## src/inc/cal_sched_map.vh

```
// Purpose: Constants for the head thermal recalibration scheduler.
// Assumes: 50 MHz system clock, millisecond base tick.
// Notes: Times are kept in their own unit; cycle counts derive from them.
//
// Contract
// [RL1] Variant one: never start during active command
// [RL2] Variant one: command waits for current head
// [RL3] Variant one: queued command runs, then next head
// [RL4] Variant one: cycle ends all heads or 10 min
// [RL5] Variant one: power-up cycle, another 1 min later
// [RL6] Variant one: new cycle every 10 minutes
// [RL7] Rezero restarts the calibration interval timer
// [RL8] Variant two: all heads after power-up/reset/rezero
// [RL9] Variant two: 300 s guard delay after full calibration
// [RL10] Variant two: first interval (600-300)/(2H) seconds
// [RL11] After one pass, steady interval 600/(2H)
// [RL12] Due calibration seeks 25-50 ms idle gap
// [RL13] Still pending after interval: force at boundary
// [RL14] Retry calibration failing head only; zero count suppresses
// [RL15] Head count equals data heads, at most 21
// [RL16] Timing from prescaled tick; static variant select
`ifndef CAL_SCHED_MAP_VH
`define CAL_SCHED_MAP_VH

`define CLK_HZ 50000000
`define MS_PER_S 1000
`define TICK_MS 1
`define TICK_CYCLES ((`CLK_HZ / 1000) * `TICK_MS)
`define MAX_PERIOD_S 600
`define GUARD_S 300
`define V1_CYCLE_S 600
`define V1_POST_INIT_S 60
`define IDLE_MIN_MS 25
`define IDLE_MAX_MS 50
`define MAX_HEADS 21
`define HEAD_W 5
`define MS_W 20
`define ZERO_MS 20'h0_0000
`define ZERO_HEAD 5'h00
`define ONE_HEAD 5'h01
`define HEAD_CAP 5'h15

`endif

```

## src/hdl/tick_divider.v

```verilog
// Purpose: One-cycle enable pulse every TICK_CYCLES system clocks.
// Assumes: Single clock domain.
// Notes: Divider restarts on reset only.
`timescale 1ns/1ps
`default_nettype none
module tick_divider #(
  parameter integer TICK_CYCLES = 50000
) (
  input wire clk_in,
  input wire rst_n_in,
  output reg tick_out
);
  reg [31:0] cnt_q;

  always @(posedge clk_in or negedge rst_n_in) begin
    if (!rst_n_in) begin
      cnt_q <= 32'h0000_0000;
      tick_out <= 1'b0;
    end else if (cnt_q == TICK_CYCLES - 1) begin
      cnt_q <= 32'h0000_0000;
      tick_out <= 1'b1;
    end else begin
      cnt_q <= cnt_q + 32'h0000_0001;
      tick_out <= 1'b0;
    end
  end
endmodule // tick_divider
`default_nettype wire

```

## src/hdl/head_thermal_cal_scheduler.v

```verilog
// Purpose: Schedules head thermal recalibration against host command execution.
// Assumes: Command engine signals are on CLK_IN; bus reset is already synchronous.
// Notes: One calibration step per CAL_START_OUT pulse, finished by CAL_DONE_IN.
`timescale 1ns/1ps
`default_nettype none
`include "cal_sched_map.vh"
module head_thermal_cal_scheduler #(
  parameter integer TICK_CYCLES = `TICK_CYCLES,
  parameter integer V1_CYCLE_MS = `V1_CYCLE_S * `MS_PER_S,
  parameter integer V1_POST_INIT_MS = `V1_POST_INIT_S * `MS_PER_S,
  parameter integer GUARD_MS = `GUARD_S * `MS_PER_S,
  parameter integer MAX_PERIOD_MS = `MAX_PERIOD_S * `MS_PER_S,
  parameter integer IDLE_MIN_MS = `IDLE_MIN_MS
) (
  input wire CLK_IN,
  input wire RST_N_IN,
  input wire VARIANT_SEL_IN,
  input wire [`HEAD_W-1:0] HEAD_COUNT_IN,
  input wire BUS_RESET_IN,
  input wire INIT_DONE_IN,
  input wire CMD_PENDING_IN,
  input wire CMD_ACTIVE_IN,
  input wire CMD_BOUNDARY_IN,
  input wire REZERO_IN,
  input wire RETRY_CAL_REQ_IN,
  input wire [`HEAD_W-1:0] RETRY_HEAD_IN,
  input wire RETRY_COUNT_ZERO_IN,
  input wire CAL_DONE_IN,
  output wire CMD_ALLOW_OUT,
  output reg CAL_START_OUT,
  output reg [`HEAD_W-1:0] CAL_HEAD_OUT,
  output wire CAL_BUSY_OUT,
  output reg FULL_CAL_DONE_OUT
);
  localparam [5:0] S_IDLE = 6'b000001;
  localparam [5:0] S_CAL = 6'b000010;
  localparam [5:0] S_YIELD = 6'b000100;
  localparam [5:0] S_WAIT = 6'b001000;
  localparam [5:0] S_GUARD = 6'b010000;
  localparam [5:0] S_RUN = 6'b100000;

  // ------------------------------------------------------------
  // Timebase and head count
  // ------------------------------------------------------------
  wire tick;
  tick_divider #(.TICK_CYCLES(TICK_CYCLES)) u_tick ( // RL16
    .clk_in(CLK_IN),
    .rst_n_in(RST_N_IN),
    .tick_out(tick)
  );

  // Clamp to the physical maximum; zero heads would divide by zero
  wire [`HEAD_W-1:0] heads = (HEAD_COUNT_IN > `MAX_HEADS) ? `HEAD_CAP : // RL15
                              ((HEAD_COUNT_IN == `ZERO_HEAD) ? `ONE_HEAD : HEAD_COUNT_IN);
  wire [31:0] n1_ms = (MAX_PERIOD_MS - GUARD_MS) / (2 * heads); // RL10
  wire [31:0] n2_ms = MAX_PERIOD_MS / (2 * heads); // RL11

  // ------------------------------------------------------------
  // State
  // ------------------------------------------------------------
  reg [5:0] state_q;
  reg [31:0] timer_q;
  reg [31:0] cycle_q;
  reg [`HEAD_W-1:0] head_q;
  reg [`MS_W-1:0] idle_q;
  reg full_q;
  reg steady_q;
  reg due_q;
  reg single_q;
  reg post_init_q;
  reg init_seen_q;
  reg retry_q;
  reg [`HEAD_W-1:0] retry_head_q;

  wire v2 = VARIANT_SEL_IN; // RL16
  wire [31:0] interval = steady_q ? n2_ms : n1_ms;
  wire cal_phase = (state_q == S_CAL) || (state_q == S_WAIT);
  wire init_edge = INIT_DONE_IN && !init_seen_q;
  wire restart = BUS_RESET_IN || REZERO_IN;
  wire idle_ok = (idle_q >= IDLE_MIN_MS[`MS_W-1:0]); // RL12
  wire retry_new = RETRY_CAL_REQ_IN && !RETRY_COUNT_ZERO_IN; // RL14
  // A start decided at this edge, other than an idle-gap start in S_RUN, must not race a command launch at the same edge
  wire cal_soon = (state_q == S_IDLE && full_q) ||
                  ((state_q == S_IDLE || state_q == S_RUN) && retry_q) ||
                  (state_q == S_RUN && due_q && timer_q >= interval && CMD_BOUNDARY_IN); // RL1 RL8 RL13

  // Host commands are held whenever a head is being calibrated
  assign CMD_ALLOW_OUT = !cal_phase && !cal_soon && !(state_q == S_YIELD && CAL_START_OUT); // RL2
  assign CAL_BUSY_OUT = cal_phase;

  always @(posedge CLK_IN or negedge RST_N_IN) begin
    if (!RST_N_IN) begin
      state_q <= S_IDLE;
      timer_q <= 32'h0000_0000;
      cycle_q <= 32'h0000_0000;
      head_q <= `ZERO_HEAD;
      idle_q <= `ZERO_MS;
      full_q <= 1'b1;
      steady_q <= 1'b0;
      due_q <= 1'b0;
      single_q <= 1'b0;
      post_init_q <= 1'b0;
      init_seen_q <= 1'b0;
      retry_q <= 1'b0;
      retry_head_q <= `ZERO_HEAD;
      CAL_START_OUT <= 1'b0;
      CAL_HEAD_OUT <= `ZERO_HEAD;
      FULL_CAL_DONE_OUT <= 1'b0;
    end else begin
      CAL_START_OUT <= 1'b0;
      // Idle-gap counter; saturates at the upper bound
      if (CMD_ACTIVE_IN || CMD_PENDING_IN)
        idle_q <= `ZERO_MS;
      else if (tick && idle_q < `IDLE_MAX_MS)
        idle_q <= idle_q + 20'h0_0001; // RL12
      // Retry calibration request, latched until serviced
      if (retry_new) begin // RL14
        retry_q <= 1'b1;
        retry_head_q <= RETRY_HEAD_IN;
      end
      if (tick)
        timer_q <= timer_q + 32'h0000_0001;
      if (tick && cal_phase)
        cycle_q <= cycle_q + 32'h0000_0001;

      if (restart) begin
        // Rezero restarts the interval timer; variant two recalibrates all heads
        timer_q <= 32'h0000_0000; // RL7
        due_q <= 1'b0;
        if (v2) begin
          full_q <= 1'b1; // RL8
          state_q <= S_IDLE;
        end
      end else begin
        case (state_q)
          S_IDLE: begin
            if (full_q) begin
              // Full pass: also the variant-one power-up cycle
              head_q <= `ZERO_HEAD;
              single_q <= 1'b0;
              cycle_q <= 32'h0000_0000;
              if (!CMD_ACTIVE_IN) begin // RL1
                CAL_START_OUT <= 1'b1;
                CAL_HEAD_OUT <= `ZERO_HEAD;
                state_q <= S_CAL;
              end
            end else if (retry_q && !CMD_ACTIVE_IN) begin
              // A request in the same cycle as the service is kept
              retry_q <= retry_new;
              single_q <= 1'b1;
              CAL_START_OUT <= 1'b1;
              CAL_HEAD_OUT <= retry_head_q; // RL14
              state_q <= S_CAL;
            end else if (!v2) begin
              if (init_edge) begin
                // Init rise is held until the power-up pass has finished
                init_seen_q <= 1'b1;
                timer_q <= 32'h0000_0000;
                post_init_q <= 1'b1;
              end else if (timer_q >= (post_init_q ? V1_POST_INIT_MS : V1_CYCLE_MS)) begin // RL5 RL6
                post_init_q <= 1'b0;
                timer_q <= 32'h0000_0000;
                full_q <= 1'b1;
              end
            end else begin
              state_q <= S_GUARD;
            end
          end
          S_CAL: begin
            if (CAL_DONE_IN) begin
              if (single_q) begin
                single_q <= 1'b0;
                state_q <= v2 ? S_RUN : S_IDLE;
              end else if (head_q == heads - 5'h01 ||
                           (!v2 && cycle_q >= V1_CYCLE_MS)) begin // RL4
                full_q <= 1'b0;
                timer_q <= 32'h0000_0000;
                steady_q <= 1'b0;
                FULL_CAL_DONE_OUT <= 1'b1;
                state_q <= v2 ? S_GUARD : S_IDLE; // RL9
              end else begin
                head_q <= head_q + 5'h01;
                // Variant one lets one queued command run between heads
                state_q <= (!v2 && CMD_PENDING_IN) ? S_YIELD : S_WAIT; // RL3
              end
            end
          end
          S_YIELD: begin
            // Wait for the queued command to start and then complete
            if (CMD_ACTIVE_IN)
              state_q <= S_WAIT;
            else if (!CMD_PENDING_IN && !CAL_START_OUT) begin
              CAL_START_OUT <= 1'b1;
              CAL_HEAD_OUT <= head_q;
              state_q <= S_CAL;
            end
          end
          S_WAIT: begin
            if (!CMD_ACTIVE_IN) begin // RL1 RL3
              CAL_START_OUT <= 1'b1;
              CAL_HEAD_OUT <= head_q;
              state_q <= S_CAL;
            end
          end
          S_GUARD: begin
            if (timer_q >= GUARD_MS) begin // RL9
              timer_q <= 32'h0000_0000;
              head_q <= `ZERO_HEAD;
              state_q <= S_RUN;
            end
          end
          S_RUN: begin
            if (retry_q && !CMD_ACTIVE_IN) begin
              // Retry cal of the failing head; the interval timer keeps running
              retry_q <= retry_new;
              single_q <= 1'b1;
              CAL_START_OUT <= 1'b1;
              CAL_HEAD_OUT <= retry_head_q; // RL14
              state_q <= S_CAL;
            end else if (!due_q && timer_q >= interval) begin // RL10 RL11
              due_q <= 1'b1;
              timer_q <= 32'h0000_0000;
            end else if (due_q && !CMD_ACTIVE_IN &&
                         (idle_ok || (timer_q >= interval && CMD_BOUNDARY_IN))) begin // RL12 RL13
              due_q <= 1'b0;
              timer_q <= 32'h0000_0000; // RL13
              single_q <= 1'b1;
              CAL_START_OUT <= 1'b1;
              CAL_HEAD_OUT <= head_q;
              if (head_q == heads - 5'h01) begin
                head_q <= `ZERO_HEAD;
                steady_q <= 1'b1; // RL11
              end else
                head_q <= head_q + 5'h01;
              state_q <= S_CAL;
            end
          end
          default: state_q <= S_IDLE;
        endcase
      end
    end
  end
endmodule // head_thermal_cal_scheduler
`default_nettype wire

```

## config.mk

```make
export PLATFORM = sky130hd
export DESIGN_NAME = head_thermal_cal_scheduler
export DESIGN_NICKNAME = d
export VERILOG_FILES = /design/src/hdl/tick_divider.v /design/src/hdl/head_thermal_cal_scheduler.v
export VERILOG_INCLUDE_DIRS = /design/src /design/src/inc
export SDC_FILE = /design/constraint.sdc
export NUM_CORES = 1
export LEC_CHECK = 0
export BUFFER_PORTS_ARGS = -buffer_cell sky130_fd_sc_hd__buf_4
export CAP_MARGIN = 40
export CORE_ASPECT_RATIO = 1.4
export CORE_MARGIN = 1.5
export CORE_UTILIZATION = 40
export CTS_BUF_LIST = sky130_fd_sc_hd__clkbuf_16
export CTS_CLUSTER_SIZE = 12
export DETAILED_ROUTE_END_ITERATION = 10
export GPL_TIMING_DRIVEN = 0
export PLACE_DENSITY_LB_ADDON = 0.15
export SLEW_MARGIN = 30
export SYNTH_ARGS = -nofsm -noshare
export SYNTH_HDL_FRONTEND = slang
export SYNTH_SLANG_ARGS = --single-unit
```

## constraint.sdc

```tcl
create_clock -name CLK_IN -period 213 [get_ports CLK_IN]
set_input_delay 31.95 -clock CLK_IN [delete_from_list [all_inputs] [get_ports CLK_IN]]
set_output_delay 31.95 -clock CLK_IN [all_outputs]
set_load 0.05 [all_outputs]
```

---- Word level (Yosys, flattened, before mapping) ----
Index checks and enable logic that the tools add are counted.
storage, ports and cells
  bits in registers ....................... 147
  input bits .............................. 22
  output and inout port bits .............. 9
  word-level logic and storage cells ...... 242
operators by class
  add/subtract/negate cells ............... 6
  div/mod/pow operators ................... 2
  magnitude comparators ................... 7
  equal/unequal tests ..................... 35
  mux-type cells .......................... 111
  bitwise logic cells ..................... 5
  reduce and logical (&&, ||, !) cells .... 58
operators by type and width
  operator                                                             count
  2-to-1 mux 32 bit                                                    20
  case mux 32 bit (4 select lines)                                     1
  2-to-1 mux 5 bit                                                     22
  adder 32 x 1 -> 32 bit, second input constant                        3
  2-to-1 mux 6 bit                                                     15
  2-to-1 mux 20 bit                                                    3
  2-to-1 mux 1 bit                                                     41
  case mux 5 bit (4 select lines)                                      2
  case mux 6 bit (6 select lines)                                      1
  divider 19 x 6 -> 32 bit, first input constant                       1
  divider 20 x 6 -> 32 bit, first input constant                       1
  == test 32 x 16 -> 1 bit, second input constant                      1
  greater-or-equal comparator 32 x 19 -> 1 bit, second input constant  1
  greater-or-equal comparator 32 x 20 -> 1 bit                         1
  greater-or-equal comparator 32 x 20 -> 1 bit, second input constant  1
  greater-or-equal comparator 32 bit                                   1
  inequality test 2 bit, second input constant                         11
  adder 20 x 1 -> 20 bit, second input constant                        1
  greater-or-equal comparator 20 x 5 -> 1 bit, second input constant   1
  logical AND 1 bit                                                    20
  less-than comparator 20 x 6 -> 1 bit, second input constant          1
  AND reduction 6 bit                                                  3
  AND reduction 9 bit                                                  2
  inequality test 3 bit, second input constant                         5
  other kinds (31)                                                     65

---- Depth between registers and ports, before layout ----
Gate-level depths: netlist (run 1).
  word-level depth ........................ 14
  depth in mapped cells ................... 389
  mapped depth without buffers ............ 361

---- Cells and area by module ----
A second synthesis (run 1) with hierarchy kept.
unflattened totals
  cells, all modules ...................... 3733
  area total of the unflattened synthesis .. 27291.2 um^2
by module, submodules not included
  module                      instances  cells an instance  area each (um^2)  seq. area each (um^2)
  head_thermal_cal_scheduler  1          3580               25675.9           2855.2
  tick_divider                1          153                1615.3            825.8

---- Worst setup path after synthesis (run 1) ----
No wires, ideal clock.
  path type ............................... input to output
  from .................................... in HEAD_COUNT_IN[4]
  to ...................................... out CMD_ALLOW_OUT
  data arrival time ....................... 98072 ps
  data required time ...................... 181050 ps
  setup slack ............................. 82978 ps
  stages .................................. 366
  buffers on the path ..................... 28
  cells stage by stage .................... buf_2 -> a21oi_1 -> ha_1 -> o211ai_1 -> a2111oi_0 -> ha_1 -> o21a_1 -> o221a_1 -> a311oi_2 -> nor2_1 -> ha_1 -> or3_1 -> o221ai_2 -> nand2_1 -> mux2_2 -> ha_1 -> or3_1 -> o221ai_1 -> (+330 left out) -> o21ai_0 -> nand2b_1 -> a21oi_1 -> nor2b_1 -> o21ai_0 -> nand2b_1 -> a21oi_1 -> nor2b_1 -> o21ai_0 -> nand2b_1 -> a21oi_1 -> nor2b_1 -> o21ai_0 -> nand2b_1 -> a21oi_1 -> o31ai_1 -> and2_1 -> a311oi_1
between the ends
  word-level cells in the longest chain between the ends .. 12
  elaborated cells between the ends (all ways) .. 14
  classes of those cells .................. 2 x div; 2 x order compare; 3 x mux; 7 x reduce/logical
RTL lines
  what                                                                         line                                                              source
  start: declaration                                                           head_thermal_cal_scheduler.v:18                                   input wire [`HEAD_W-1:0] HEAD_COUNT_IN,
  parallel branches: the longest is 2 deep, another holds > comparator 5 bit   -
  2-to-1 mux 5 bit *                                                           head_thermal_cal_scheduler.v:53                                   wire [`HEAD_W-1:0] heads = (HEAD_COUNT_IN > `MAX_HEADS) ? `HEAD_CAP :
  divider 20 x 6 -> 32 bit / divider 19 x 6 -> 32 bit (equally long branches)  head_thermal_cal_scheduler.v:56, head_thermal_cal_scheduler.v:55
  2-to-1 mux 32 bit *                                                          head_thermal_cal_scheduler.v:76                                   wire [31:0] interval = steady_q ? n2_ms : n1_ms;
  greater-or-equal comparator 32 bit *                                         head_thermal_cal_scheduler.v:85                                   (state_q == S_RUN && due_q && timer_q >= interval && CMD_BOUNDARY_IN);
  logical AND 1 bit * (2 in a row)                                             head_thermal_cal_scheduler.v:85
  logical OR 1 bit *                                                           head_thermal_cal_scheduler.v:84                                   ((state_q == S_IDLE || state_q == S_RUN) && retry_q) ||
  logical NOT 1 bit *                                                          head_thermal_cal_scheduler.v:88                                   assign CMD_ALLOW_OUT = !cal_phase && !cal_soon && !(state_q == S_YIELD && CAL_START_OUT);
  logical AND 1 bit * (2 in a row)                                             head_thermal_cal_scheduler.v:88
  end: declaration                                                             head_thermal_cal_scheduler.v:29                                   output wire CMD_ALLOW_OUT,
Mark *: on every way between the ends.

---- Worst setup path in the final report (run 1) ----
Same ends and word-level chain as after synthesis.

==> impl_metrics.xml, run 1 <==
<?xml version="1.0" encoding="UTF-8"?>
<metrics>
  <group name="cells_and_area">
    <metric name="layout.filler_cells" unit="">6903</metric>
    <metric name="fin_nets" unit="">3785</metric>
    <metric name="insertedDiodeCount" unit="">0</metric>
    <metric name="finish.instance_area" unit="um2">29100</metric>
    <metric name="synthToLayoutAreaGrowth" unit="%">8.07</metric>
    <metric name="drive_above_1_share" unit="">0.135</metric>
  </group>
  <group name="floorplan">
    <metric name="fp-row-count" unit="">112</metric>
    <metric name="floorplan.die.height" unit="um">310</metric>
    <metric name="io_pins" unit="">31</metric>
    <metric name="die_width" unit="um">222</metric>
    <metric name="floorplan.initialDensity" unit="">0.404</metric>
    <metric name="core_area" unit="um2">66600</metric>
    <metric name="design.die.area" unit="um2">68800</metric>
  </group>
  <group name="routing">
    <metric name="drtAntennaViolNets" unit="">0</metric>
    <metric name="detail_route.wl_per_cell" unit="um">17.8</metric>
    <metric name="drt-pass1-iter-count" unit="">8</metric>
    <metric name="vias_per_cell" unit="">5.97</metric>
    <metric name="first_iter_violations" unit="">1239</metric>
    <metric name="dr_total_vias" unit="">26500</metric>
    <metric name="route.detailed.drc" unit="">0</metric>
    <metric name="finalWirelength" unit="um">78900</metric>
  </group>
  <group name="worst_setup_path">
    <metric name="critical_path.reg2reg.endpoint" unit="">state_q[2]</metric>
    <metric name="required" unit="ns">181.05</metric>
    <metric name="worst-path-stages" unit="">368</metric>
    <metric name="setup.worst_path.start_class" unit="">input port</metric>
    <metric name="cp.arrival" unit="ns">109.81</metric>
    <metric name="setup.reg_to_reg.worst_slack" unit="ns">153.13</metric>
    <metric name="crit_top_cell" unit="">o21a_1</metric>
    <metric name="worst_path_largest_cell_delay" unit="ns">0.61</metric>
    <metric name="path_buf_inv" unit="">51</metric>
    <metric name="critical_path_slowest_stage_cell" unit="">nor3_2</metric>
    <metric name="reg2regPathDepth" unit="">280</metric>
    <metric name="critical_path_class" unit="">in2out</metric>
    <metric name="critical_path.endpoint_type" unit="">primary output</metric>
    <metric name="cp-endpoint" unit="">CMD_ALLOW_OUT</metric>
    <metric name="critPathLaunch" unit="">HEAD_COUNT_IN[4]</metric>
    <metric name="r2r_start" unit="">steady_q</metric>
    <metric name="critical-path-top-delay-family" unit="">compound AO/OA/AOI/OAI gates</metric>
    <metric name="worstPathMaxFanout" unit="">26</metric>
  </group>
  <group name="timing">
    <metric name="report.final.setup_viol" unit="">0</metric>
    <metric name="timing_max_transition_violations_final" unit="">0</metric>
    <metric name="timing.clock.skew" unit="ns">0.00912</metric>
    <metric name="timing.final.hold_violations" unit="">0</metric>
    <metric name="max_freq" unit="GHz">0.00705</metric>
    <metric name="final_min_period_over_clock_period" unit="">0.666</metric>
    <metric name="final_layout_setup_total_negative_slack" unit="ns">0</metric>
    <metric name="setup_repair_after_global_routing_missed_its_margin" unit="">no</metric>
    <metric name="transition_at_the_pin_with_the_smallest_max_transition_slack" unit="ns">0.867</metric>
    <metric name="worst_slew_margin_rel" unit="">0.421</metric>
    <metric name="period_minus_slack" unit="ns">141.76</metric>
  </group>
  <group name="run_status">
    <metric name="outcome" unit="">finished, final reports clean</metric>
  </group>
  <group name="synthesis">
    <metric name="synth.yosys.warnings" unit="">0</metric>
    <metric name="synth_area_per_cell" unit="um2">7.68</metric>
    <metric name="asyncSetResetFlopFracSynth" unit="">1.00</metric>
    <metric name="syn_inst" unit="">3499</metric>
    <metric name="post-synth-top-count-cell" unit="">nor2_1</metric>
    <metric name="yosysUniqueCellTypes" unit="">179</metric>
    <metric name="synthDominantCellAreaShare" unit="">0.135</metric>
    <metric name="synth.cell_area" unit="um2">26900</metric>
    <metric name="synth_flop_cell" unit="">dfrtp_1</metric>
    <metric name="yosys-top-cells-count" unit="">nor2_1, nand2_1, a21oi_1, ha_1, xnor2_1</metric>
    <metric name="yosys_register_bits" unit="">147</metric>
    <metric name="synth_top_cell_by_area" unit="">dfrtp_1</metric>
    <metric name="number_of_enable_flip_flop_cells_after_synthesis" unit="">0</metric>
    <metric name="synth_sequential_area_ratio" unit="">0.137</metric>
    <metric name="top_post_synthesis_cells_by_area" unit="">dfrtp_1, ha_1, nor2_1</metric>
  </group>
  <group name="hold_path">
    <metric name="holdCritPathClass" unit="">reg2reg</metric>
  </group>
  <group name="clock_tree">
    <metric name="cts_hold_buffers" unit="">0</metric>
    <metric name="cts_root_buf" unit="">clkbuf_16</metric>
    <metric name="cts-resized-gates" unit="">0</metric>
    <metric name="clock_tree.buffer_depth" unit="">2</metric>
    <metric name="worst_skew_pair.late_latency" unit="ns">0.45</metric>
    <metric name="cts-htree-levels" unit="">4</metric>
    <metric name="clock_pin_slew_worst_setup_and_hold_paths" unit="ns">0.06</metric>
    <metric name="post_cts_buffers" unit="">0</metric>
    <metric name="cts_tree" unit="">built</metric>
    <metric name="tritoncts.num_buffers" unit="">17</metric>
    <metric name="cts_num_sinks" unit="">147</metric>
  </group>
  <group name="place">
    <metric name="hpwlAfterDp" unit="um">64900</metric>
    <metric name="io_buffers" unit="">27</metric>
    <metric name="dpl-instance-area" unit="um2">28500</metric>
    <metric name="gp_congestion" unit="">0.898</metric>
  </group>
  <group name="global_routing">
    <metric name="number_of_antenna_violations_at_the_first_check_in_global_routing" unit="">0</metric>
    <metric name="grt_start_max_net_pins" unit="">63</metric>
    <metric name="track_usage" unit="">0.225</metric>
    <metric name="grt_first_pass_wirelength" unit="um">130000</metric>
    <metric name="grt_pass1_vias" unit="">25700</metric>
    <metric name="grt.overflow.total" unit="">0</metric>
  </group>
  <group name="run">
    <metric name="max_cap_violations" unit="">0</metric>
  </group>
</metrics>
layout make-up:
type                            instances  area (um2)  share of cell area
Multi-Input combinational cell       3170       22300               0.766
Sequential cell                       147        3680               0.127
Tap cell                              855        1070              0.0368
Buffer                                104         678              0.0233
Timing Repair Buffer                   41         442              0.0152
Clock buffer                           17         425              0.0146
Inverter                               91         364              0.0125
Clock inverter                         11         140             0.00482
cell families after synthesis:
group / synth area share
other: 0.000279
flip-flops: 0.137
AO/OA/AOI/OAI: 0.279
buffers and inverters: 0.0387
XOR/XNOR: 0.0960
adder cells (fa/ha/maj): 0.0903
multiplexers: 0.0393
AND/OR/NAND/NOR: 0.319
state kept, by name (all words and copies together) (netlist names):
| register | cells |
|---|---|
| retry_head_q | 5 |
| due_q | 1 |
| timer_q | 32 |
| u_tick.tick_out | 1 |
| full_q | 1 |
| single_q | 1 |
| cycle_q | 32 |
| u_tick.cnt_q | 32 |
| state_q | 6 |
| FULL_CAL_DONE_OUT | 1 |
| head_q | 5 |
| init_seen_q | 1 |
| steady_q | 1 |
| post_init_q | 1 |
| idle_q | 20 |
| retry_q | 1 |
| CAL_START_OUT | 1 |
| CAL_HEAD_OUT | 5 |
layout by cell type, fill, tap and decap left out, types with 35 or more instances in the layout:
cell        n
xor2_1    120
dfrtp_1   145
and2_1     35
nand4_1    72
o31ai_1    43
clkbuf_1   47
or3_1      41
mux2_2     35
o21ai_0   133
nor2_1    415
nand2b_1   51
a21oi_1   204
xnor2_1   171
ha_1      190
nand2_1   255
a31oi_1    38
o21a_1     74
buf_4      36
nand3_1   131
inv_1      75
nor3_1    132
and3_1     62
mux2i_1    51
nor2b_1    47
nor4_1     44
metrics by stage:
step,std cells,setup slack (ns),util,hold WS [ns]
after floorplan,3512,82.98,-,0.433
after global placement,4394,69.86,0.424,0.453
after detailed placement,4406,71.19,0.428,0.451
after CTS,4434,70.95,0.436,0.459
after global routing,4436,64.58,0.437,0.483
final,4436,71.24,0.437,0.453
metal layers:
| layer | routed length (um) | up-vias | GRT usage |
|---|---|---|---|
| met5 | 0 | - | 0 |
| met4 | 1840 | 0 | 0.0667 |
| met3 | 1490 | 112 | 0.0150 |
| met2 | 42100 | 386 | 0.446 |
| met1 | 33500 | 12600 | 0.255 |
| li1 | - | 13400 | - |
worst min-delay path by stage:
stage / slack [ns] / from / end / depth (start not counted)
2_1_floorplan: 0.43 / u_tick.cnt_q[0] / u_tick.cnt_q[0] / 1
5_1_grt: 0.48 / u_tick.cnt_q[0] / u_tick.cnt_q[0] / 1
4_1_cts: 0.46 / u_tick.cnt_q[0] / u_tick.cnt_q[0] / 1
6_report: 0.45 / u_tick.cnt_q[0] / u_tick.cnt_q[0] / 1
3_5_place_dp: 0.45 / u_tick.cnt_q[0] / u_tick.cnt_q[0] / 1
3_3_place_gp: 0.45 / u_tick.cnt_q[0] / u_tick.cnt_q[0] / 1
Power of run 1 is not shown: default switching activity piles up to over one toggle a cycle in this logic, so the estimate is an artifact.
==> run 2, diff against run 1 <==
ABC_AREA = 1   (was default)
clock period = 118.8 ns   (was 213 ns; I/O delays follow)
==> run 2 against run 1 <==
  * Hold slack gained 0.022 ns
  * Highest routed layer unchanged
  * Worst setup slack worse by 53 ns
  * Synthesized cell count up 46%
  * Global-route usage shrank 0.072 points
==> impl_metrics.xml, run 2 <==
<?xml version="1.0" encoding="UTF-8"?>
<metrics>
  <group name="run_status">
    <metric name="outcome" unit="">finished, final reports clean</metric>
  </group>
  <group name="synthesis">
    <metric name="synth.yosys.warnings" unit="">0</metric>
    <metric name="yosys-top-cells-count" unit="">nand2_1, inv_1, nor2_1, nand3_1, ha_1</metric>
    <metric name="synth_top_cell_by_area" unit="">nand2_1</metric>
    <metric name="synth_flop_cell" unit="">dfrtp_1</metric>
    <metric name="synth_area_per_cell" unit="um2">6.29</metric>
    <metric name="synthDominantCellAreaShare" unit="">0.137</metric>
    <metric name="synth.cell_area" unit="um2">32100</metric>
    <metric name="yosysUniqueCellTypes" unit="">93</metric>
    <metric name="top_post_synthesis_cells_by_area" unit="">nand2_1, dfrtp_1, inv_1</metric>
    <metric name="yosys_register_bits" unit="">147</metric>
    <metric name="number_of_enable_flip_flop_cells_after_synthesis" unit="">0</metric>
    <metric name="syn_inst" unit="">5100</metric>
    <metric name="post-synth-top-count-cell" unit="">nand2_1</metric>
    <metric name="synth_sequential_area_ratio" unit="">0.115</metric>
    <metric name="asyncSetResetFlopFracSynth" unit="">1.00</metric>
  </group>
  <group name="run">
    <metric name="max_cap_violations" unit="">0</metric>
  </group>
  <group name="timing">
    <metric name="report.final.setup_viol" unit="">0</metric>
    <metric name="setup_repair_after_global_routing_missed_its_margin" unit="">no</metric>
    <metric name="timing.final.hold_violations" unit="">0</metric>
    <metric name="transition_at_the_pin_with_the_smallest_max_transition_slack" unit="ns">0.887</metric>
    <metric name="final_min_period_over_clock_period" unit="">0.848</metric>
    <metric name="worst_slew_margin_rel" unit="">0.404</metric>
    <metric name="period_minus_slack" unit="ns">100.79</metric>
    <metric name="final_layout_setup_total_negative_slack" unit="ns">0</metric>
    <metric name="timing.clock.skew" unit="ns">0.0107</metric>
    <metric name="max_freq" unit="GHz">0.00992</metric>
    <metric name="timing_max_transition_violations_final" unit="">0</metric>
  </group>
  <group name="clock_tree">
    <metric name="cts_root_buf" unit="">clkbuf_16</metric>
    <metric name="cts-htree-levels" unit="">4</metric>
    <metric name="post_cts_buffers" unit="">0</metric>
    <metric name="cts_num_sinks" unit="">147</metric>
    <metric name="worst_skew_pair.late_latency" unit="ns">0.44</metric>
    <metric name="tritoncts.num_buffers" unit="">17</metric>
    <metric name="cts_hold_buffers" unit="">0</metric>
    <metric name="cts_tree" unit="">built</metric>
    <metric name="clock_tree.buffer_depth" unit="">2</metric>
    <metric name="clock_pin_slew_worst_setup_and_hold_paths" unit="ns">0.06</metric>
    <metric name="cts-resized-gates" unit="">0</metric>
  </group>
  <group name="routing">
    <metric name="drtAntennaViolNets" unit="">0</metric>
    <metric name="finalWirelength" unit="um">92500</metric>
    <metric name="drt-pass1-iter-count" unit="">8</metric>
    <metric name="vias_per_cell" unit="">5.09</metric>
    <metric name="dr_total_vias" unit="">31800</metric>
    <metric name="first_iter_violations" unit="">1404</metric>
    <metric name="route.detailed.drc" unit="">0</metric>
    <metric name="detail_route.wl_per_cell" unit="um">14.8</metric>
  </group>
  <group name="global_routing">
    <metric name="number_of_antenna_violations_at_the_first_check_in_global_routing" unit="">0</metric>
    <metric name="grt_first_pass_wirelength" unit="um">154000</metric>
    <metric name="grt.overflow.total" unit="">0</metric>
    <metric name="track_usage" unit="">0.225</metric>
    <metric name="grt_pass1_vias" unit="">30800</metric>
    <metric name="grt_start_max_net_pins" unit="">60</metric>
  </group>
  <group name="worst_setup_path">
    <metric name="setup.worst_path.start_class" unit="">input port</metric>
    <metric name="critPathLaunch" unit="">HEAD_COUNT_IN[4]</metric>
    <metric name="cp.arrival" unit="ns">82.97</metric>
    <metric name="setup.reg_to_reg.worst_slack" unit="ns">68.35</metric>
    <metric name="path_buf_inv" unit="">91</metric>
    <metric name="required" unit="ns">100.98</metric>
    <metric name="crit_top_cell" unit="">inv_1</metric>
    <metric name="critical-path-top-delay-family" unit="">simple AND/OR/NAND/NOR gates</metric>
    <metric name="worstPathMaxFanout" unit="">23</metric>
    <metric name="critical_path_class" unit="">in2out</metric>
    <metric name="critical_path_slowest_stage_cell" unit="">a31oi_1</metric>
    <metric name="r2r_start" unit="">steady_q</metric>
    <metric name="critical_path.reg2reg.endpoint" unit="">timer_q[21]</metric>
    <metric name="critical_path.endpoint_type" unit="">primary output</metric>
    <metric name="reg2regPathDepth" unit="">286</metric>
    <metric name="worst_path_largest_cell_delay" unit="ns">0.60</metric>
  </group>
  <group name="cells_and_area">
    <metric name="layout.filler_cells" unit="">8549</metric>
    <metric name="fin_nets" unit="">5385</metric>
    <metric name="layout_common_cells" unit="">nand2_1, inv_1, nor2_1, nand3_1, ha_1</metric>
    <metric name="drive_above_1_share" unit="">0.188</metric>
    <metric name="insertedDiodeCount" unit="">0</metric>
    <metric name="layout.cells.most_common" unit="">nand2_1</metric>
    <metric name="synthToLayoutAreaGrowth" unit="%">7.37</metric>
    <metric name="layout_top_registers" unit="">cycle_q: 32 flops, timer_q: 32 flops, u_tick.cnt_q: 32 flops</metric>
  </group>
  <group name="place">
    <metric name="hpwlAfterDp" unit="um">78900</metric>
    <metric name="gp_congestion" unit="">0.912</metric>
    <metric name="io_buffers" unit="">30</metric>
  </group>
  <group name="floorplan">
    <metric name="die_width" unit="um">242</metric>
    <metric name="floorplan.die.height" unit="um">338</metric>
    <metric name="floorplan.initialDensity" unit="">0.405</metric>
    <metric name="design.die.area" unit="um2">82000</metric>
    <metric name="core_area" unit="um2">79200</metric>
    <metric name="fp-row-count" unit="">122</metric>
    <metric name="io_pins" unit="">31</metric>
  </group>
  <group name="hold_path">
    <metric name="worstHoldEndpoint" unit="">u_tick.cnt_q[0]</metric>
    <metric name="hold_start" unit="">u_tick.cnt_q[0]</metric>
    <metric name="holdCritPathClass" unit="">reg2reg</metric>
    <metric name="worstHoldPathCells" unit="">1</metric>
  </group>
</metrics>
run 2: cell types whose count changed in the layout (fill, tap and decap cells not counted), moves of 66 or more:
cell,change
nand3_2,+109
o21a_1,-66
a21oi_1,-90
nand2_2,+176
nand2_1,+917
nand4_1,+104
nor2_1,+133
inv_2,+69
xnor2_1,-110
nand3_1,+264
inv_1,+641
nor2_2,+84
nand2_4,+93
run 2: how the worst max path moves through the flow:
stage / end / slack (ns) / cells after the start
2_1_floorplan: CMD_ALLOW_OUT / 29.81 / 387
3_3_place_gp: CMD_ALLOW_OUT / 16.61 / 389
4_1_cts: CMD_ALLOW_OUT / 17.36 / 391
6_report: CMD_ALLOW_OUT / 18.01 / 391
3_5_place_dp: CMD_ALLOW_OUT / 17.56 / 391
5_1_grt: CMD_ALLOW_OUT / 11.69 / 394
run 2: metal layers:
metal / share of wire / GRT usage / up-vias
met3: 0.022 / 0.0127 / 159
met5: 0 / 0 / -
met2: 0.53 / 0.437 / 501
li1: - / - / 16700
met1: 0.41 / 0.253 / 14400
met4: 0.036 / 0.0837 / 0
run 2: layout make-up:
type	instances	area (um2)	share of cell area
well taps	1054	1320	0.0383
plain buffers	61	649	0.0188
repair buffers	40	415	0.0121
multi-input cells	4043	24400	0.709
flip-flops and latches	147	3680	0.107
clock buffers	17	425	0.0123
clock inverters	15	143	0.00414
inverters	862	3410	0.0990
run 2: logic make-up (layout without fill, tap and decap cells):
group                    after synthesis  count (layout)  share of synthesized area
AND/OR/NAND/NOR                     3114            3114                      0.529
buffers and inverters                923             995                      0.127
AO/OA/AOI/OAI                        540             540                      0.105
adder cells (fa/ha/maj)              191             191                     0.0747
XOR/XNOR                             183             183                     0.0502
flip-flops                           147             147                      0.115
other                                  2              15                   0.000234
run 2: through the flow:
stage	utilization	cell area (um2)	worst slack, ns	hold WS [ns]	std cells
final	0.435	34500	18.01	0.475	6239
after CTS	0.435	34500	17.36	0.474	6238
after detailed placement	0.428	33900	17.56	0.452	6206
after global routing	0.435	34500	11.69	0.487	6239
after floorplan	-	32200	29.81	0.433	5113
after global placement	0.425	33700	16.61	0.447	6197
Power of run 2 is left out for the same reason.
==> run 3, diff against run 2 <==
clock period = 82.7 ns   (was 118.8 ns; I/O delays follow)
==> run 3 against run 2 <==
  * Final cell count up 1.7%
  * Critical path depth rose by 9
  * Sequential share of layout area is 0.48 points lower
  * Final area rose by 4.7%
  * Largest cell class unchanged
==> impl_metrics.xml, run 3 (synthesized netlist as in run 2, its figures left out) <==
<?xml version="1.0" encoding="UTF-8"?>
<metrics>
  <group name="run_status">
    <metric name="outcome" unit="">finished, final reports clean</metric>
  </group>
  <group name="worst_setup_path">
    <metric name="required" unit="ns">70.30</metric>
    <metric name="cp.arrival" unit="ns">66.39</metric>
    <metric name="critical_path.endpoint_type" unit="">primary output</metric>
    <metric name="critical_path.reg2reg.endpoint" unit="">timer_q[21]</metric>
    <metric name="r2r_start" unit="">steady_q</metric>
    <metric name="critPathLaunch" unit="">HEAD_COUNT_IN[4]</metric>
    <metric name="setup.reg_to_reg.worst_slack" unit="ns">40.90</metric>
    <metric name="critical_path_slowest_stage_cell" unit="">ha_1</metric>
    <metric name="setup.worst_path.start_class" unit="">input port</metric>
    <metric name="worstPathMaxFanout" unit="">12</metric>
    <metric name="crit_top_cell" unit="">nand2_1</metric>
    <metric name="worst_path_largest_cell_delay" unit="ns">0.37</metric>
    <metric name="critical_path_class" unit="">in2out</metric>
    <metric name="reg2regPathDepth" unit="">296</metric>
  </group>
  <group name="cells_and_area">
    <metric name="fin_nets" unit="">5490</metric>
    <metric name="layout_top_registers" unit="">cycle_q: 32 flops, timer_q: 32 flops, u_tick.cnt_q: 32 flops</metric>
    <metric name="layout.filler_cells" unit="">8472</metric>
    <metric name="layout_common_cells" unit="">nand2_1, inv_1, nor2_1, nand3_1, nand2_2</metric>
    <metric name="finish.cell_count_without_fillers" unit="">6344</metric>
    <metric name="synthToLayoutAreaGrowth" unit="%">12.4</metric>
    <metric name="drive_above_1_share" unit="">0.224</metric>
    <metric name="insertedDiodeCount" unit="">0</metric>
    <metric name="layout.cells.most_common" unit="">nand2_1</metric>
  </group>
  <group name="routing">
    <metric name="route.layer.met1.wl" unit="um">38600</metric>
    <metric name="highest_layer" unit="">met4</metric>
    <metric name="finalWirelength" unit="um">95100</metric>
    <metric name="routed-wl-met3" unit="um">2190</metric>
    <metric name="dr_total_vias" unit="">32300</metric>
    <metric name="first_iter_violations" unit="">1484</metric>
    <metric name="wl_met2" unit="um">50500</metric>
    <metric name="route.detailed.drc" unit="">0</metric>
    <metric name="drt-pass1-iter-count" unit="">5</metric>
    <metric name="vias_per_cell" unit="">5.10</metric>
    <metric name="detail_route.wl_per_cell" unit="um">15.0</metric>
    <metric name="drtAntennaViolNets" unit="">0</metric>
  </group>
  <group name="run">
    <metric name="max_cap_violations" unit="">0</metric>
  </group>
  <group name="floorplan">
    <metric name="core_area" unit="um2">79200</metric>
    <metric name="die_width" unit="um">242</metric>
    <metric name="io_pins" unit="">31</metric>
    <metric name="floorplan.die.height" unit="um">338</metric>
    <metric name="design.die.area" unit="um2">82000</metric>
    <metric name="floorplan.initialDensity" unit="">0.405</metric>
    <metric name="fp-row-count" unit="">122</metric>
  </group>
  <group name="timing">
    <metric name="worst_slew_margin_rel" unit="">0.476</metric>
    <metric name="final_layout_setup_total_negative_slack" unit="ns">0</metric>
    <metric name="max_freq" unit="GHz">0.0127</metric>
    <metric name="timing.final.hold_violations" unit="">0</metric>
    <metric name="report.final.setup_viol" unit="">0</metric>
    <metric name="timing_max_transition_violations_final" unit="">0</metric>
    <metric name="final_min_period_over_clock_period" unit="">0.953</metric>
    <metric name="transition_at_the_pin_with_the_smallest_max_transition_slack" unit="ns">0.780</metric>
    <metric name="finalWorstSetupSlack" unit="ns">3.90</metric>
    <metric name="period_minus_slack" unit="ns">78.80</metric>
    <metric name="timing.clock.skew" unit="ns">0.0107</metric>
  </group>
  <group name="hold_path">
    <metric name="holdCritPathClass" unit="">reg2reg</metric>
    <metric name="worstHoldEndpoint" unit="">u_tick.cnt_q[0]</metric>
    <metric name="hold_start" unit="">u_tick.cnt_q[0]</metric>
    <metric name="worstHoldPathCells" unit="">1</metric>
  </group>
  <group name="clock_tree">
    <metric name="cts_num_sinks" unit="">147</metric>
    <metric name="worst_skew_pair.late_latency" unit="ns">0.44</metric>
    <metric name="clock_tree.buffer_depth" unit="">2</metric>
    <metric name="cts_tree" unit="">built</metric>
    <metric name="cts_root_buf" unit="">clkbuf_16</metric>
    <metric name="tritoncts.num_buffers" unit="">17</metric>
    <metric name="clock_pin_slew_worst_setup_and_hold_paths" unit="ns">0.06</metric>
    <metric name="cts-htree-levels" unit="">4</metric>
  </group>
  <group name="global_routing">
    <metric name="number_of_antenna_violations_at_the_first_check_in_global_routing" unit="">0</metric>
    <metric name="grt_start_max_net_pins" unit="">60</metric>
    <metric name="track_usage" unit="">0.228</metric>
    <metric name="grt_first_pass_wirelength" unit="um">156000</metric>
    <metric name="grt_pass1_vias" unit="">31300</metric>
    <metric name="grt.overflow.total" unit="">0</metric>
  </group>
  <group name="place">
    <metric name="io_buffers" unit="">30</metric>
    <metric name="place_inst" unit="">6206</metric>
    <metric name="placement.setup.worst_slack" unit="ns">-7.71</metric>
    <metric name="gp_congestion" unit="">0.912</metric>
    <metric name="hpwlAfterDp" unit="um">78900</metric>
  </group>
</metrics>
-- run 3: worst max path at each step --
stage | endpoint | slack, ns
5_1_grt | CMD_ALLOW_OUT | -0.35
3_5_place_dp | CMD_ALLOW_OUT | -7.71
3_3_place_gp | CMD_ALLOW_OUT | -8.66
4_1_cts | CMD_ALLOW_OUT | 0.04
6_report | CMD_ALLOW_OUT | 3.90
2_1_floorplan | CMD_ALLOW_OUT | 4.54
-- run 3: repair_timing --
item | 4_1_cts | 5_1_grt
hold buffers | 0 | 0
gates cloned | 1 | 1
setup endpoints to repair | 1 | 1
gates resized for setup | 86 | 121
buffers inserted | 35 | 68
pin swaps | 22 | 73
-- run 3: area by class of cell --
class | instances | area [um2] | area share
flip-flops and latches | 147 | 3680 | 0.102
repair buffers | 145 | 1240 | 0.0343
inverters | 862 | 3450 | 0.0955
clock buffers | 17 | 425 | 0.0118
multi-input cells | 4043 | 25200 | 0.697
plain buffers | 61 | 676 | 0.0187
well taps | 1054 | 1320 | 0.0366
clock inverters | 15 | 143 | 0.00395
-- run 3: per-stage QoR --
step                      instance area (um2)   util  hold slack, ns
final                                   36100  0.455           0.474
after floorplan                         32200      -           0.433
after CTS                               35100  0.442           0.474
after global placement                  33700  0.425           0.447
after global routing                    36100  0.455           0.487
after detailed placement                33900  0.428           0.452
-- run 3: critical path, delay by kind of cell --
family,cells,cell delay [ns]
and+or+nand+nor,181,20.94
adders and majority gates,31,9.28
buffers and inverters,92,9.63
AOI/OAI and AO/OA,96,13.81
-- run 3: layer usage --
metal  global-route usage  up-vias
li1                     -    16900
met1                0.254    14700
met2                0.444      542
met3               0.0137      196
met4               0.0908        0
met5                    0        -
Power of run 3 is left out for the same reason.
